File: config.mk
export PLATFORM = sky130hd
export DESIGN_NAME = tag_mode_ctrl
export DESIGN_NICKNAME = d
export VERILOG_FILES = /design/src/rtl/tag_mode_ctrl.v
export VERILOG_INCLUDE_DIRS = /design/src /design/src/rtl
export SDC_FILE = /design/constraint.sdc
export NUM_CORES = 1
export LEC_CHECK = 0
export ABC_AREA = 1
export BUFFER_PORTS_ARGS = -buffer_cell sky130_fd_sc_hd__buf_2
export CAP_MARGIN = 20
export CORE_MARGIN = 2
export CORE_UTILIZATION = 25
export DETAILED_ROUTE_END_ITERATION = 8
export PLACE_DENSITY_LB_ADDON = 0.3
export SYNTH_ARGS = -nofsm -noshare
export SYNTH_HDL_FRONTEND = slang
export SYNTH_SLANG_ARGS = --single-unit
File: constraint.sdc
create_clock -name MCLK -period 4.1 [get_ports MCLK]
set_input_delay 0.205 -clock MCLK [delete_from_list [all_inputs] [get_ports MCLK]]
set_output_delay 0.205 -clock MCLK [all_outputs]
set_load 0.02 [all_outputs]
File: src/rtl/tag_mode_defs.vh
// constants for the sensor tag mode and logging controller
`ifndef TAG_MODE_DEFS_VH
`define TAG_MODE_DEFS_VH

// command operation codes
`define OP_INIT 3'h0
`define OP_BEGIN_LOG 3'h1
`define OP_STOP_LOG 3'h2
`define OP_LOG_FORMAT 3'h3
`define OP_INTERVAL 3'h4
`define OP_PASSWORD 3'h5
`define OP_SHELF 3'h6
`define OP_READ 3'h7

// log-format command data fields
`define FMT_LSB 0
`define FMT_MSB 2
`define FMT_EXT_EN_BIT 3
`define FMT_IRQ_TIMER_BIT 4
`define FMT_BAT_EN_BIT 5

// log-format codes
`define FMT_DENSE 3'h0
`define FMT_OUT_OF_LIMITS 3'h1
`define FMT_LIMIT_CROSS 3'h3
`define FMT_IRQ_A 3'h5
`define FMT_IRQ_B 3'h6
`define FMT_IRQ_AB 3'h7

// converter input selector codes
`define ADC_SEL_TEMP 2'h0
`define ADC_SEL_EXT_A 2'h1
`define ADC_SEL_EXT_B 2'h2
`define ADC_SEL_BAT 2'h3
`define ADC_BITS 10

// record source codes
`define SRC_TIMER 2'h0
`define SRC_EXT_A 2'h1
`define SRC_EXT_B 2'h2

// nonvolatile bank sizes in bits
`define BANK_SYSTEM_BITS 512
`define BANK_RESERVED_BITS 64
`define BANK_IDENT_BITS 144
`define BANK_TAG_ID_BITS 80
`define BANK_USER_BITS 8416
`define EE_ADDR_BITS 14
`define EE_USER_BASE 14'h0320
`define EE_END 14'h2400
`define REC_BITS 46

// interval limits in seconds
`define INTERVAL_MIN_S 15'h0001
`define INTERVAL_MAX_S 15'h7e90
`define INTERVAL_RESET 15'h0001

`endif

File: src/rtl/tag_mode_ctrl.v
// power-mode and data-logging controller of a battery-assisted sensor tag
// Notes on behaviour
// - standby plus reader field moves the tag to ready mode
// - standby plus serial select high, with no reader field, moves the tag to serial mode
// - serial mode accepts initialization and executes every serial command except an out-of-range interval
// - initialization over serial or from reader, then ready mode
// - in ready mode reader changes parameters only with right passwords
// - active mode keeps the clock counting, temperature sensor off
// - timer log flag enters logging: convert, store value plus event time
// - with external enable set, logging also powers and converts external sensors
// - finished logging event returns to the mode it came from, active or interrupt
// - one 10-bit converter, selector picks temperature, external or battery
// - in interrupt mode an external threshold crossing starts logging
// - event-triggered logging starts from external inputs, and from the timer only with interrupt-plus-timer enable
// - simultaneous external triggers serve input a before input b
// - each interrupt record holds the value and the 32-bit clock
// - begin-logging starts the clock loaded with the supplied start time
// - logging interval programmable from 1 second up to 9 hours
// - password low half gates writes, high half gates reads and writes
// - remaining shelf life counted down, alarm output raised on expiry
// - store has five banks: 512, 64, 144, 80 and 8416 bits
// - 3-bit format picks dense, limits, crossing, or input a, b, both
// - interrupt-plus-timer enable logs on the timer and on interrupts
`timescale 1ns/1ps
`include "tag_mode_defs.vh"

module tag_mode_ctrl #(
  parameter SHELF_BITS = 24
) (
  input wire MCLK,
  input wire RST,
  input wire CE,
  input wire RF_FIELD,
  input wire SERIAL_SELECT,
  input wire SECOND_TICK,
  input wire EXT_SENSOR_IN_A,
  input wire EXT_SENSOR_IN_B,
  input wire CMD_VALID,
  input wire CMD_FROM_READER,
  input wire [2:0] CMD_OP,
  input wire [31:0] CMD_DATA,
  input wire [15:0] CMD_PASSWORD,
  input wire ADC_DONE,
  input wire [`ADC_BITS-1:0] ADC_DATA,
  output reg [5:0] MODE,
  output reg CMD_ACK,
  output reg CMD_DENY,
  output reg [31:0] CMD_RDATA,
  output reg [31:0] RTC,
  output reg ADC_START,
  output reg [1:0] ADC_SEL,
  output reg TEMP_SENSOR_ON,
  output reg EXT_POWER,
  output reg EE_WE,
  output reg [`EE_ADDR_BITS-1:0] EE_ADDR,
  output reg [`REC_BITS-1:0] EE_DATA,
  output reg SHELF_ALARM
);

  // one-hot mode codes, MODE shows the current one
  localparam ST_STANDBY = 6'h01;
  localparam ST_SERIAL = 6'h02;
  localparam ST_READY = 6'h04;
  localparam ST_ACTIVE = 6'h08;
  localparam ST_INTR = 6'h10;
  localparam ST_LOGGING = 6'h20;

  // next converter channel after cur; bit 2 set means the record set is done
  function [2:0] next_chan;
    input [1:0] cur;
    input ext_en;
    input bat_en;
    begin
      case (cur)
        `ADC_SEL_TEMP: next_chan = bat_en ? {1'b0, `ADC_SEL_BAT} :
                                   ext_en ? {1'b0, `ADC_SEL_EXT_A} : 3'h4;
        `ADC_SEL_BAT: next_chan = ext_en ? {1'b0, `ADC_SEL_EXT_A} : 3'h4;
        `ADC_SEL_EXT_A: next_chan = {1'b0, `ADC_SEL_EXT_B};
        default: next_chan = 3'h4;
      endcase
    end
  endfunction

  reg [4:0] sync1;
  reg [4:0] sync2;
  reg tick_prev;
  reg ext_a_prev;
  reg ext_b_prev;
  reg rf_prev;
  reg initialized;
  reg log_run;
  reg [2:0] fmt;
  reg ext_en;
  reg bat_en;
  reg irq_timer;
  reg [14:0] interval;
  reg [14:0] tick_cnt;
  reg timer_pend;
  reg irq_a_pend;
  reg irq_b_pend;
  reg [31:0] pwd;
  reg [SHELF_BITS-1:0] shelf;
  reg shelf_armed;
  reg [1:0] log_src;
  reg ret_intr;
  reg lg_wait;
  reg [2:0] nxt;

  wire rf = sync2[0];
  wire sel = sync2[1];
  wire tick = sync2[2] & ~tick_prev;
  wire ext_a = sync2[3];
  wire ext_b = sync2[4];
  wire irq_mode = fmt[2];
  wire use_timer = ~irq_mode | irq_timer;
  wire trip_a = ext_a & ~ext_a_prev & irq_mode & fmt[0];
  wire trip_b = ext_b & ~ext_b_prev & irq_mode & fmt[1];
  wire rdy_cmd = CMD_VALID & CMD_FROM_READER & (MODE == ST_READY);
  wire ser_cmd = CMD_VALID & ~CMD_FROM_READER & (MODE == ST_SERIAL);
  wire pw_hi = (CMD_PASSWORD == pwd[31:16]);
  wire pw_lo = (CMD_PASSWORD == pwd[15:0]);
  wire is_read = (CMD_OP == `OP_READ);
  wire pw_ok = is_read ? pw_hi : (pw_hi | pw_lo);
  wire init_ok = initialized | (CMD_OP == `OP_INIT);
  wire accept = ser_cmd | (rdy_cmd & pw_ok & init_ok);
  wire interval_ok = (CMD_DATA[14:0] >= `INTERVAL_MIN_S) &&
                     (CMD_DATA[14:0] <= `INTERVAL_MAX_S);
  wire ok_op = (CMD_OP != `OP_INTERVAL) | interval_ok;
  wire take = accept & ok_op;
  wire rtc_on = log_run & CE;
  wire [14:0] interval_last = interval - 15'h0001;
  wire timer_hit = tick & log_run & use_timer & (tick_cnt == interval_last);
  wire [31:0] ee_sum = {{(32-`EE_ADDR_BITS){1'b0}}, EE_ADDR} + `REC_BITS;
  wire [`EE_ADDR_BITS-1:0] ee_next = ee_sum[`EE_ADDR_BITS-1:0];
  wire leave = (rf & ~rf_prev) | sel; // field or host pulls the tag out, pending triggers must wait

  // two-stage synchronisers for the field, select and external sensor pins and the second tick
  always @(posedge MCLK) begin
    if (RST) begin
      sync1 <= 5'h00;
      sync2 <= 5'h00;
      tick_prev <= 1'b0;
      ext_a_prev <= 1'b0;
      ext_b_prev <= 1'b0;
      rf_prev <= 1'b0;
    end else if (CE) begin
      sync1 <= {EXT_SENSOR_IN_B, EXT_SENSOR_IN_A, SECOND_TICK, SERIAL_SELECT, RF_FIELD};
      sync2 <= sync1;
      tick_prev <= sync2[2];
      ext_a_prev <= ext_a;
      ext_b_prev <= ext_b;
      rf_prev <= rf;
    end
  end

  // command register side: format, interval, password, clock load
  always @(posedge MCLK) begin
    if (RST) begin
      CMD_ACK <= 1'b0;
      CMD_DENY <= 1'b0;
      CMD_RDATA <= 32'h00000000;
      initialized <= 1'b0;
      fmt <= `FMT_DENSE;
      ext_en <= 1'b0;
      bat_en <= 1'b0;
      irq_timer <= 1'b0;
      interval <= `INTERVAL_RESET;
      pwd <= 32'h00000000;
      RTC <= 32'h00000000;
      shelf <= {SHELF_BITS{1'b0}};
      shelf_armed <= 1'b0;
      SHELF_ALARM <= 1'b0;
    end else if (CE) begin
      CMD_ACK <= take;
      CMD_DENY <= CMD_VALID & ~take;
      if (take) begin
        case (CMD_OP)
          `OP_INIT: initialized <= 1'b1;
          `OP_LOG_FORMAT: begin
            fmt <= CMD_DATA[`FMT_MSB:`FMT_LSB];
            ext_en <= CMD_DATA[`FMT_EXT_EN_BIT];
            irq_timer <= CMD_DATA[`FMT_IRQ_TIMER_BIT];
            bat_en <= CMD_DATA[`FMT_BAT_EN_BIT];
          end
          `OP_INTERVAL: interval <= CMD_DATA[14:0];
          `OP_PASSWORD: pwd <= CMD_DATA;
          `OP_SHELF: begin
            shelf <= CMD_DATA[SHELF_BITS-1:0];
            shelf_armed <= 1'b1;
          end
          `OP_READ: CMD_RDATA <= RTC;
          default: ;
        endcase
      end
      // clock: load start time on begin, count seconds while running
      if (take && CMD_OP == `OP_BEGIN_LOG) begin
        RTC <= CMD_DATA;
      end else if (rtc_on && tick) begin
        RTC <= RTC + 32'h00000001;
      end
      // shelf life countdown and expiry alarm
      if (!(take && CMD_OP == `OP_SHELF) && log_run && tick && shelf != {SHELF_BITS{1'b0}}) begin
        shelf <= shelf - {{(SHELF_BITS-1){1'b0}}, 1'b1};
      end
      SHELF_ALARM <= shelf_armed & (shelf == {SHELF_BITS{1'b0}});
    end
  end

  // interval timer and trigger flags; a set in the same cycle beats a clear
  always @(posedge MCLK) begin
    if (RST) begin
      tick_cnt <= 15'h0000;
      timer_pend <= 1'b0;
      irq_a_pend <= 1'b0;
      irq_b_pend <= 1'b0;
    end else if (CE) begin
      if (!log_run) begin
        tick_cnt <= 15'h0000;
      end else if (tick && use_timer) begin
        tick_cnt <= timer_hit ? 15'h0000 : tick_cnt + 15'h0001;
      end
      if (timer_hit) begin
        timer_pend <= 1'b1;
      end else if (!log_run || (MODE == ST_LOGGING && !lg_wait && log_src == `SRC_TIMER && nxt == 3'h0)) begin
        timer_pend <= 1'b0;
      end
      if (trip_a && log_run) begin
        irq_a_pend <= 1'b1;
      end else if (!log_run || (MODE == ST_INTR && !leave && irq_a_pend)) begin
        irq_a_pend <= 1'b0;
      end
      if (trip_b && log_run) begin
        irq_b_pend <= 1'b1;
      end else if (!log_run || (MODE == ST_INTR && !leave && irq_b_pend && !irq_a_pend)) begin
        irq_b_pend <= 1'b0;
      end
    end
  end

  // mode sequencer and the logging conversion walk
  always @(posedge MCLK) begin
    if (RST) begin
      MODE <= ST_STANDBY;
      log_run <= 1'b0;
      ret_intr <= 1'b0;
      log_src <= `SRC_TIMER;
      lg_wait <= 1'b0;
      nxt <= 3'h0;
      ADC_START <= 1'b0;
      ADC_SEL <= `ADC_SEL_TEMP;
      TEMP_SENSOR_ON <= 1'b0;
      EXT_POWER <= 1'b0;
      EE_WE <= 1'b0;
      EE_ADDR <= `EE_USER_BASE;
      EE_DATA <= {`REC_BITS{1'b0}};
    end else if (CE) begin
      ADC_START <= 1'b0;
      EE_WE <= 1'b0;
      case (MODE)
        ST_STANDBY: begin
          if (rf) begin
            MODE <= ST_READY;
          end else if (sel) begin
            MODE <= ST_SERIAL;
          end
        end
        ST_SERIAL, ST_READY: begin
          if (take && CMD_OP == `OP_INIT) begin
            MODE <= ST_READY;
          end else if (take && CMD_OP == `OP_BEGIN_LOG) begin
            log_run <= 1'b1;
            MODE <= irq_mode ? ST_INTR : ST_ACTIVE;
          end else if (take && CMD_OP == `OP_STOP_LOG) begin
            log_run <= 1'b0;
          end else if ((MODE == ST_SERIAL) ? !sel : !rf) begin
            MODE <= !log_run ? ST_STANDBY : irq_mode ? ST_INTR : ST_ACTIVE;
          end
        end
        ST_ACTIVE, ST_INTR: begin
          if (rf && !rf_prev) begin
            MODE <= ST_READY;
          end else if (sel) begin
            MODE <= ST_SERIAL;
          end else if ((MODE == ST_INTR) && (irq_a_pend || irq_b_pend)) begin
            MODE <= ST_LOGGING;
            log_src <= irq_a_pend ? `SRC_EXT_A : `SRC_EXT_B;
            ret_intr <= 1'b1;
            nxt <= {1'b0, `ADC_SEL_TEMP};
            lg_wait <= 1'b0;
          end else if (timer_pend) begin
            MODE <= ST_LOGGING;
            log_src <= `SRC_TIMER;
            ret_intr <= (MODE == ST_INTR);
            nxt <= {1'b0, `ADC_SEL_TEMP};
            lg_wait <= 1'b0;
          end
        end
        ST_LOGGING: begin
          if (!lg_wait) begin
            // start a conversion on the selected converter input
            ADC_SEL <= nxt[1:0];
            ADC_START <= 1'b1;
            lg_wait <= 1'b1;
            nxt <= 3'h1;
          end else if (ADC_DONE) begin
            // store value with the clock, then pick the next input
            EE_WE <= 1'b1;
            EE_DATA <= {log_src, ADC_SEL, ADC_DATA, RTC};
            EE_ADDR <= (ee_next > `EE_END - `REC_BITS) ? `EE_USER_BASE : ee_next;
            lg_wait <= 1'b0;
            nxt <= next_chan(ADC_SEL, ext_en, bat_en);
            if (next_chan(ADC_SEL, ext_en, bat_en) == 3'h4) begin
              MODE <= ret_intr ? ST_INTR : ST_ACTIVE;
            end
          end
        end
        default: MODE <= ST_STANDBY;
      endcase
      // sensor power follows the mode
      TEMP_SENSOR_ON <= (MODE == ST_LOGGING);
      EXT_POWER <= (MODE == ST_INTR) | ((MODE == ST_LOGGING) & ext_en);
    end
  end

endmodule // tag_mode_ctrl

Word level (Yosys, flattened, before mapping)
Cells that the tools add are included.
{ "classes": {"n_eq_ne": 32, "n_bitwise": 40, "n_reduce_logical": 69, "n_lt_le_gt_ge": 3, "addsub": 5, "muxes": 67} }
{ "op_table": {"columns": ["cell", "count"], "rows": [
  ["6-bit two-way mux", 13],
  ["24-bit two-way mux", 3],
  ["32-bit two-way mux", 2],
  ["15-bit two-way mux", 3],
  ["3-bit two-way mux", 12],
  ["32-bit by 1-bit adder with 32-bit output, second input constant", 1],
  ["16-bit == test", 2],
  ["24-bit logical NOT", 1],
  ["6-bit one-hot mux with 4 select lines", 1],
  ["3-bit AND reduction", 8],
  ["24-bit nonzero test", 1],
  ["24-bit by 1-bit subtractor with 24-bit output, second input constant", 1],
  ["1-bit two-way mux", 23],
  ["1-bit bitwise AND", 22],
  ["1-bit logical AND", 21],
  ["2-bit nonzero test", 9],
  ["15-bit by 1-bit adder with 15-bit output, second input constant", 1],
  ["15-bit == test", 1],
  ["3-bit == test, second input constant", 5],
  ["15-bit by 1-bit greater-or-equal comparator with 1-bit output, second input constant", 1],
  ["15-bit less-or-equal comparator, second input constant", 1],
  ["5-bit two-way mux", 3],
  ["15-bit by 1-bit subtractor with 15-bit output, second input constant", 1],
  ["14-bit by 6-bit adder with 14-bit output, second input constant", 1],
  ["33 further kinds", 79]
]} }
{ "totals": {"regBits": 258, "word_cells": 253, "inputBits": 72, "output_inout_bits": 139} }

Logic depth before layout (Yosys ltp)
Gate-level depths: netlist of the first run.
{ "depth": {"depth_word": 14, "ltp_mapped": 18, "mapped_depth_nobuf": 17} }

Worst setup path before layout of the first run
Ideal clock, no wire load.
{ "synth_timing": {"path_type": "register to register", "startpoint": "register EE_ADDR[1]", "endpoint": "register EE_ADDR[9]", "path_buffers": 1, "setup_slack_ns": 1.832, "required_ns": 3.974, "synth_period_minus_slack_ns": 2.268, "stages_incl_launch_ff": 17, "setup_time_ns": 0.126, "arrival_ns": 2.142, "cell_sequence": "dfxtp_1 > inv_1 > ha_1 > nand2_1 > nand2_1 > nand2_1 > nand3_1 > nor2_1 > nand3_1 > xor2_1 > nor3_1 > nand2_1 > nand2_1 > buf_4 > nand3_1 > nand2_1 > nand2_1"} }
{ "synth_between": {"elab_chain_len": 3} }
{ "synth_rtl": {"columns": ["element", "line", "source"], "rows": [
  ["start, declared", "tag_mode_ctrl.v:55", "output reg [`EE_ADDR_BITS-1:0] EE_ADDR,"],
  ["start signal, assigned", "tag_mode_ctrl.v:254", "EE_ADDR <= `EE_USER_BASE;"],
  ["start signal, assigned", "tag_mode_ctrl.v:309", "EE_ADDR <= (ee_next > `EE_END - `REC_BITS) ? `EE_USER_BASE : ee_next;"],
  ["14-bit by 6-bit adder with 14-bit output (no line) *", null, null],
  ["14-bit > comparator (no line)", null, null],
  ["14-bit two-way mux *", "tag_mode_ctrl.v:309", null]
]} }
Every way passes the cells marked *; elsewhere a longest branch is shown, timed or not.
A chain may end at the register's enable or synchronous reset.

Worst setup path after layout of the first run
{ "layout_timing": {"startpoint": "input CMD_DATA[8]", "endpoint": "register pwd[18]"} }
{ "layout_between": {"elab_chain_len": 5, "word_cells_on_any_way": 6, "cone_classes": "2 x order compare; 2 x bitwise; 2 x reduce/logical"} }
{ "layout_rtl": {"columns": ["element", "line", "source"], "rows": [
  ["start, declared", "tag_mode_ctrl.v:41", "input wire [31:0] CMD_DATA,"],
  ["15-bit by 1-bit greater-or-equal comparator with 1-bit output (no line) or 15-bit less-or-equal comparator (tied branches)", null, null],
  ["1-bit logical AND *", "tag_mode_ctrl.v:126", "wire interval_ok = (CMD_DATA[14:0] >= `INTERVAL_MIN_S) &&"],
  ["1-bit bitwise OR *", "tag_mode_ctrl.v:128", "wire ok_op = (CMD_OP != `OP_INTERVAL) | interval_ok;"],
  ["1-bit bitwise AND *", "tag_mode_ctrl.v:129", "wire take = accept & ok_op;"],
  ["3-bit AND reduction (no line) *", null, null],
  ["end signal, assigned", "tag_mode_ctrl.v:168", "pwd <= 32'h00000000;"],
  ["end signal, assigned", "tag_mode_ctrl.v:186", "`OP_PASSWORD: pwd <= CMD_DATA;"],
  ["end, declared", "tag_mode_ctrl.v:101", "reg [31:0] pwd;"]
]} }
Marks and branches as above.

==> summary.md, run 1 <==
| Metric | Value |
|---|---|
| Fin. max-slew vios | `0` |
| Pre-CTS setup slack | `1.00 ns` |
| Warnings from Yosys | `0` |
| Vias in the first global route | `roughly 13000` |
| Final setup margin | `1.00 ns` |
| Clock buffer depth | `3` |
| Detail-routed via count per cell | `4.65` |
| Layout area overhead | `23.1%` |
| Clk_skew | `around 0.017 ns` |
| Clock Pin Slew Worst Setup and Hold Paths | `0.06 ns` |
| Post-route clock period utilization | `75.6%` |
| Setup Crit Path Kind | `input pin to flop` |
| Postcts setup bufs | `0` |
| Fin Hold WS | `between 0.03 and 0.04 ns` |
| Fin crit period | `slightly above 3 ns` |
| Final hold vios | `0` |
| Die Span Y | `235 um` |
| Residual DRC | `0` |
| NumNets Final | `2258` |
| Worst setup SP type | `input pin` |
| CP Data Required Time | `roughly 4.6 ns` |
| Cell variety after synth | `54` |
| Filler cell count | `5726` |
| Xor and xnor area share after synthesis | `6.41%` |
| Number of routed nets with antenna violations | `0` |
| DR vias | `13400` |
| Die Area | `between 0.05 and 0.06 mm2` |
| FF-to-FF Start | `MODE[5]$_SDFFE_PP0P_` |
| Most common cell after layout, fill and taps aside | `nand2_1` |
| Inserted Clock Buffers | `30` |
| Die X | `235 um` |
| Hold-fix buffer count after cts | `approximately 50` |
| Max rail drop VDD | `0.279 mV` |
| Synth Area in Simple Gates | `31.8%` |
| Pleak | `7.52 nW` |
| Mean Syn Cell Area | `6.79 um2` |
| Final instance area | `about 0.016 mm2` |
| Adder-cell share of the synthesized area | `0.561%` |
| Drt total wl | `47300 um` |
| GPL Wtd Cong | `a little under 0.9` |
| Multiplexer share of the synthesized area | `0%` |
| Number of synthesized register bits | `257` |
| Share of cells above drive strength 1 | `14.9%` |
| Mapped Cells | `1972` |
| DRT iter0 DRCs | `~740` |
| Power per standard cell area | `360 mW/mm2` |
| Final core occ | `between 30% and 40%` |
| Placeable core area | `0.0528 mm2` |
| Max cap viols | `0` |
| Per-cell routed wire length | `~16 um` |
| Crit path from | `CMD_DATA[8]` |
| Initial core utilization | `about 25%` |
| End point of the critical path | `pwd[18]$_SDFFE_PP0P_` |
| Initial antenna violation count | `5` |
| First-pass DRT Iterations | `5` |
| Post-synthesis compound-gate area fraction | `13.9%` |
| Htree depth | `1` |
| DP Area | `0.0149 mm2` |
| Run status | `finished, final reports clean` |
| Final setup fails | `0` |
| Crit-path max cell delay | `approximately 0.68 ns` |
| Maximum achievable frequency | `0.323 GHz` |
| RSZ-0062 raised after global routing | `false` |
| Reg2Reg Depth | `10` |
| Count of buffers from port buffering | `209` |
| Diode count | `0` |
| Synthesized Nets | `2050` |
| GRT Total Usage | `16.5%` |
| PostCTS Resize Cnt | `0` |
| Post-detail-place hpwl | `34800 um` |
| Clk_lat worst skew | `0.58 ns` |
| Sequential area share after synthesis | `38.4%` |
| Critical path data arrival time | `3.56 ns` |
| Fin Setup TNS | `0 ns` |
| Largest family of logic cells by synthesized area | `simple AND/OR/NAND/NOR gates` |
| Hold crit path type | `input pin to flop` |
| Commonest cells after routing, fill and taps aside | `413 x nand2_1, 287 x nor2_1, 257 x dfxtp_1` |
| Largest net degree at the start of global routing | `115` |
| R2R Path End | `pwd[18]$_SDFFE_PP0P_` |
| First-pass GRT wire length | `73100 um` |
| Slew of the pin with the lowest slew margin | `0.948 ns` |
| CTS tree | `yes` |
| Worst path cell trace | `dlygate4sd3_1 -> buf_2 -> inv_1 -> nand4_1 -> nor2_1 -> nand3_1 -> nand2_1 -> nand2_1 -> nand2_2 -> nand3_2 -> inv_2 -> nand4_4 -> nor2_1 -> nor2_1` |
| CP max stage cell | `nand4_4` |
| Cell Area, Synth | `0.0134 mm2` |
| Critical Path Fanout Max | `64` |
| Sink Count | `257` |
| CP dominant cell by count | `nor2_1` |
| Total gr overflow | `0` |
| Root Buffer Master | `clkbuf_16` |
| I/O pins | `211` |
| Slew HR | `36.7%` |
| Worst Setup End Kind | `flop` |
| Worst R2R Setup Slack | `between 1 and 1.5 ns` |
| Cell Rows | `84` |
-- logic make-up after synthesis --
logic type,count (synthesis)
compound gates,363
xor+xnor,98
simple gates,959
fa+ha+maj,6
other cells,1
buf+inv,288
flops,257
-- stage by stage --
stage | power (mW) | cells
3_3_place_gp | 3.09 | 2787
6_report | 5.94 | 2892
3_5_place_dp | 3.09 | 2787
4_1_cts | 6.03 | 2892
2_1_floorplan | 2.91 | 1972
5_1_grt | 6.16 | 2892
-- routing by layer --
metal / GRT usage (%) / part of all wire [%] / up-vias
li1: - / - / 6796
met1: 21.3 / 45 / 6223
met2: 27.4 / 46 / 345
met3: 3.28 / 5.9 / 78
met4: 5.40 / 2.9 / 2
met5: 0 / 0.025 / -
-- worst min-delay path by stage --
stage / startpoint / to / slack [ns] / cells after the start
after CTS: CMD_DATA[5] / interval[5]$_SDFFE_PP0P_ / 0.01 / 3
after global routing: CMD_DATA[5] / bat_en$_SDFFE_PP0P_ / 0.03 / 3
after detailed placement: EXT_SENSOR_IN_B / sync1[4]$_SDFFE_PP0P_ / 0.44 / 3
after global placement: SECOND_TICK / sync1[2]$_SDFFE_PP0P_ / 0.43 / 3
final: CMD_DATA[5] / pwd[5]$_SDFFE_PP0P_ / 0.04 / 3
after floorplan: CMD_DATA[0] / interval[0]$_SDFFE_PP1P_ / 0.33 / 2
-- power breakdown --
part	switching, mW	internal [mW]	leakage (nW)
combinational	0.333	0.169	4.94
clock	1.13	1.74	0.513
sequential	0.0404	2.53	2.07
total	1.50	4.44	7.52
-- synthesized netlist by cell type, drive strengths merged --
library cell,count,area [um2]
and3,1,6.26
inv,194,728
a211oi,2,15.0
and2,2,12.5
a31o,1,8.76
a31oi,1,6.26
nor4,13,118
or4,1,7.51
nand2,419,1600
nor2,296,1150
o22ai,2,12.5
a221oi,1,8.76
a21oi,163,827
conb,1,3.75
o211ai,3,22.5
o21ai,186,931
nand3,105,566
or2,14,87.6
dfxtp,257,5140
nand3b,13,97.6
nor2b,1,6.26
nor3b,3,27.5
a21o,1,7.51
o211a,1,10.0
buf,45,274
xnor2,25,219
ha,6,75.1
clkbuf,49,188
o21a,1,7.51
o31ai,1,7.51
xor2,73,639
nor3,46,273
nand4,45,303
-- registers in the layout, summed over array words and instances (netlist names), 13 cells and up --
signal     cells
shelf         24
interval      15
EE_DATA       46
CMD_RDATA     32
tick_cnt      15
EE_ADDR       13
RTC           32
pwd           32
-- area by class of cell --
type	instances	area, um2	share of cell area, %
clock buffers	43	881	5.34
clock inverters	13	173	1.05
inverters	194	731	4.43
multi-input cells	1427	7060	42.8
flip-flops and latches	257	5140	31.2
well taps	688	861	5.22
repair buffers	270	1640	9.94
-- critical path, delay by kind of cell --
kind | cells | cell delay [ns]
buf+inv | 4 | 1.23
simple gates | 10 | 2.06
(Power assumes the default switching activity.)
==> inputs of run 2 (changes only) <==
==> constraint.sdc (replaced) <==
create_clock -name MCLK -period 2.65 [get_ports MCLK]
set_input_delay 0.1325 -clock MCLK [delete_from_list [all_inputs] [get_ports MCLK]]
set_output_delay 0.1325 -clock MCLK [all_outputs]
set_load 0.02 [all_outputs]
==> summary.md, run 2 (synthesis results as in run 1) <==
| Metric | Value |
|---|---|
| GPL Wtd Cong | `~0.86` |
| Final setup fails | `0` |
| Crit-path max cell delay | `slightly below 0.4 ns` |
| Hold crit path type | `input pin to flop` |
| Detail-routed via count per cell | `~4.7` |
| CP Data Required Time | `3.18 ns` |
| Maximum achievable frequency | `0.411 GHz` |
| Worst R2R Setup Slack | `0.22 ns` |
| Diode count | `0` |
| Max cap viols | `0` |
| Htree depth | `1` |
| Critical Path Fanout Max | `5` |
| Slew HR | `around 39%` |
| Pleak | `7.64 nW` |
| Max rail drop VDD | `0.491 mV` |
| First-pass DRT Iterations | `6` |
| Pre-CTS setup slack | `around 0.14 ns` |
| Per-cell routed wire length | `16.5 um` |
| Clock buffer depth | `3` |
| Residual DRC | `0` |
| Reg2Reg Depth | `12` |
| Placeable core area | `0.0528 mm2` |
| Slew of the pin with the lowest slew margin | `0.908 ns` |
| Die Span Y | `about 240 um` |
| Root Buffer Master | `clkbuf_16` |
| Final setup margin | `0.220 ns` |
| CP max stage cell | `dfxtp_1` |
| Design Power | `between 9 and 10 mW` |
| Run status | `finished, final reports clean` |
| Share of cells above drive strength 1 | `15.8%` |
| WP depth | `12` |
| DP Area | `around 0.015 mm2` |
| Biggest register | `EE_DATA` |
| Most common cell after layout, fill and taps aside | `nand2_1` |
| Cell Rows | `84` |
| Max FFs per register | `46` |
| Initial antenna violation count | `3` |
| Inserted Clock Buffers | `30` |
| Final hold vios | `0` |
| Fin. max-slew vios | `0` |
| Clk_skew | `0.0137 ns` |
| Worst Setup End Kind | `flop` |
| Count of buffers from port buffering | `209` |
| Post-detail-place hpwl | `35400 um` |
| Die Area | `0.0554 mm2` |
| Drt total wl | `48200 um` |
| Worst setup SP type | `flop` |
| Setup Crit Path Kind | `flop to flop` |
| Crit-path leading delay family | `simple AND/OR/NAND/NOR gates` |
| DR vias | `between 10000 and 15000` |
| DRT iter0 DRCs | `997` |
| Worst path cell trace | `ha_1 -> nand3_1 -> nor3_4 -> nand4_1 -> inv_1 -> nand3_2 -> nor3_1 -> xor2_1 -> nand2_1 -> nand3_1 -> nand2_1 -> nor2_1` |
| Number of routed nets with antenna violations | `0` |
| Power per standard cell area | `between 500 and 600 mW/mm2` |
| NumNets Final | `2279` |
| WHS Path Cells | `3` |
| Clk_lat worst skew | `0.58 ns` |
| Sink Count | `257` |
| Clock Pin Slew Worst Setup and Hold Paths | `0.06 ns` |
| GRT Total Usage | `16.8%` |
| I/O pins | `211` |
| Initial core utilization | `25.4%` |
| Fin Setup TNS | `0 ns` |
| RSZ-0062 raised after global routing | `false` |
| Final instance area | `0.0167 mm2` |
| Commonest cells after routing, fill and taps aside | `411 x nand2_1, 285 x nor2_1, 257 x dfxtp_1` |
| Die X | `235 um` |
| Largest net degree at the start of global routing | `86` |
| Vias in the first global route | `13100` |
| Final core occ | `31.7%` |
| Layout area overhead | `24.7%` |
| First-pass GRT wire length | `~75000 um` |
| Fin crit period | `2.43 ns` |
| CP bufs+invs | `1` |
| CTS tree | `yes` |
| Post-route clock period utilization | `91.7%` |
| Total gr overflow | `0` |
| Critical path data arrival time | `2.96 ns` |
run 2: changes by cell type in the layout (fill, tap and decap cells not counted), sizes merged:
| cell | before | now |
|---|---|---|
| bufinv | 4 | 5 |
| clkbuf | 43 | 40 |
| buf | 221 | 241 |
| dlygate4sd3 | 49 | 50 |
run 2: layout make-up:
class,count,area (um2)
timing repair buffer,291,1850
inverter,194,731
clock inverter,14,203
fill,5774,36100
multi-input combinational,1427,7070
sequential,257,5140
clock buffer,40,850
tap,688,861
run 2: through the flow:
step | instances | hold slack (ns)
finish | 2911 | 0.0951
global route | 2911 | 0.0953
detailed placement | 2806 | 0.364
floorplan | 1972 | 0.259
global placement | 2806 | 0.356
CTS | 2910 | 0.0741
run 2: repair_timing:
action	4_1_cts	5_1_grt
hold endpoints to repair	67	0
gates resized for setup	0	4
setup buffers	0	1
setup endpoints to repair	0	24
hold buffers	50	0
run 2: worst paths after layout:
path / from / to
setup / recovery: RTC[1]$_SDFFE_PP0P_ / RTC[26]$_SDFFE_PP0P_
hold / removal: CE / rf_prev$_SDFFE_PP0P_
setup reg to reg: RTC[1]$_SDFFE_PP0P_ / RTC[26]$_SDFFE_PP0P_
hold reg to reg: shelf_armed$_SDFFE_PP0P_ / shelf_armed$_SDFFE_PP0P_
run 2: where the power goes:
group          switching [mW]  leakage, nW  internal (mW)  total, mW
combinational           0.528         5.05          0.267      0.795
sequential             0.0598         2.07           3.92       3.98
clock                    1.78        0.511           2.72       4.50
total                    2.37         7.64           6.90       9.27
run 2: per-layer routing:
| layer | part of all wire (%) | global-route usage, % | wire (um) |
|---|---|---|---|
| met1 | 45 | 21.8 | 21600 |
| met2 | 45 | 27.5 | 21900 |
| met3 | 6.5 | 3.30 | 3140 |
| met4 | 3.3 | 5.98 | 1580 |
| met5 | 0.033 | 0 | 16 |
run 2: tightest hold or removal path, cell delays in order:
cell	delay, ns
buf_2	0.12
buf_4	0.23
a21oi_1	0.15
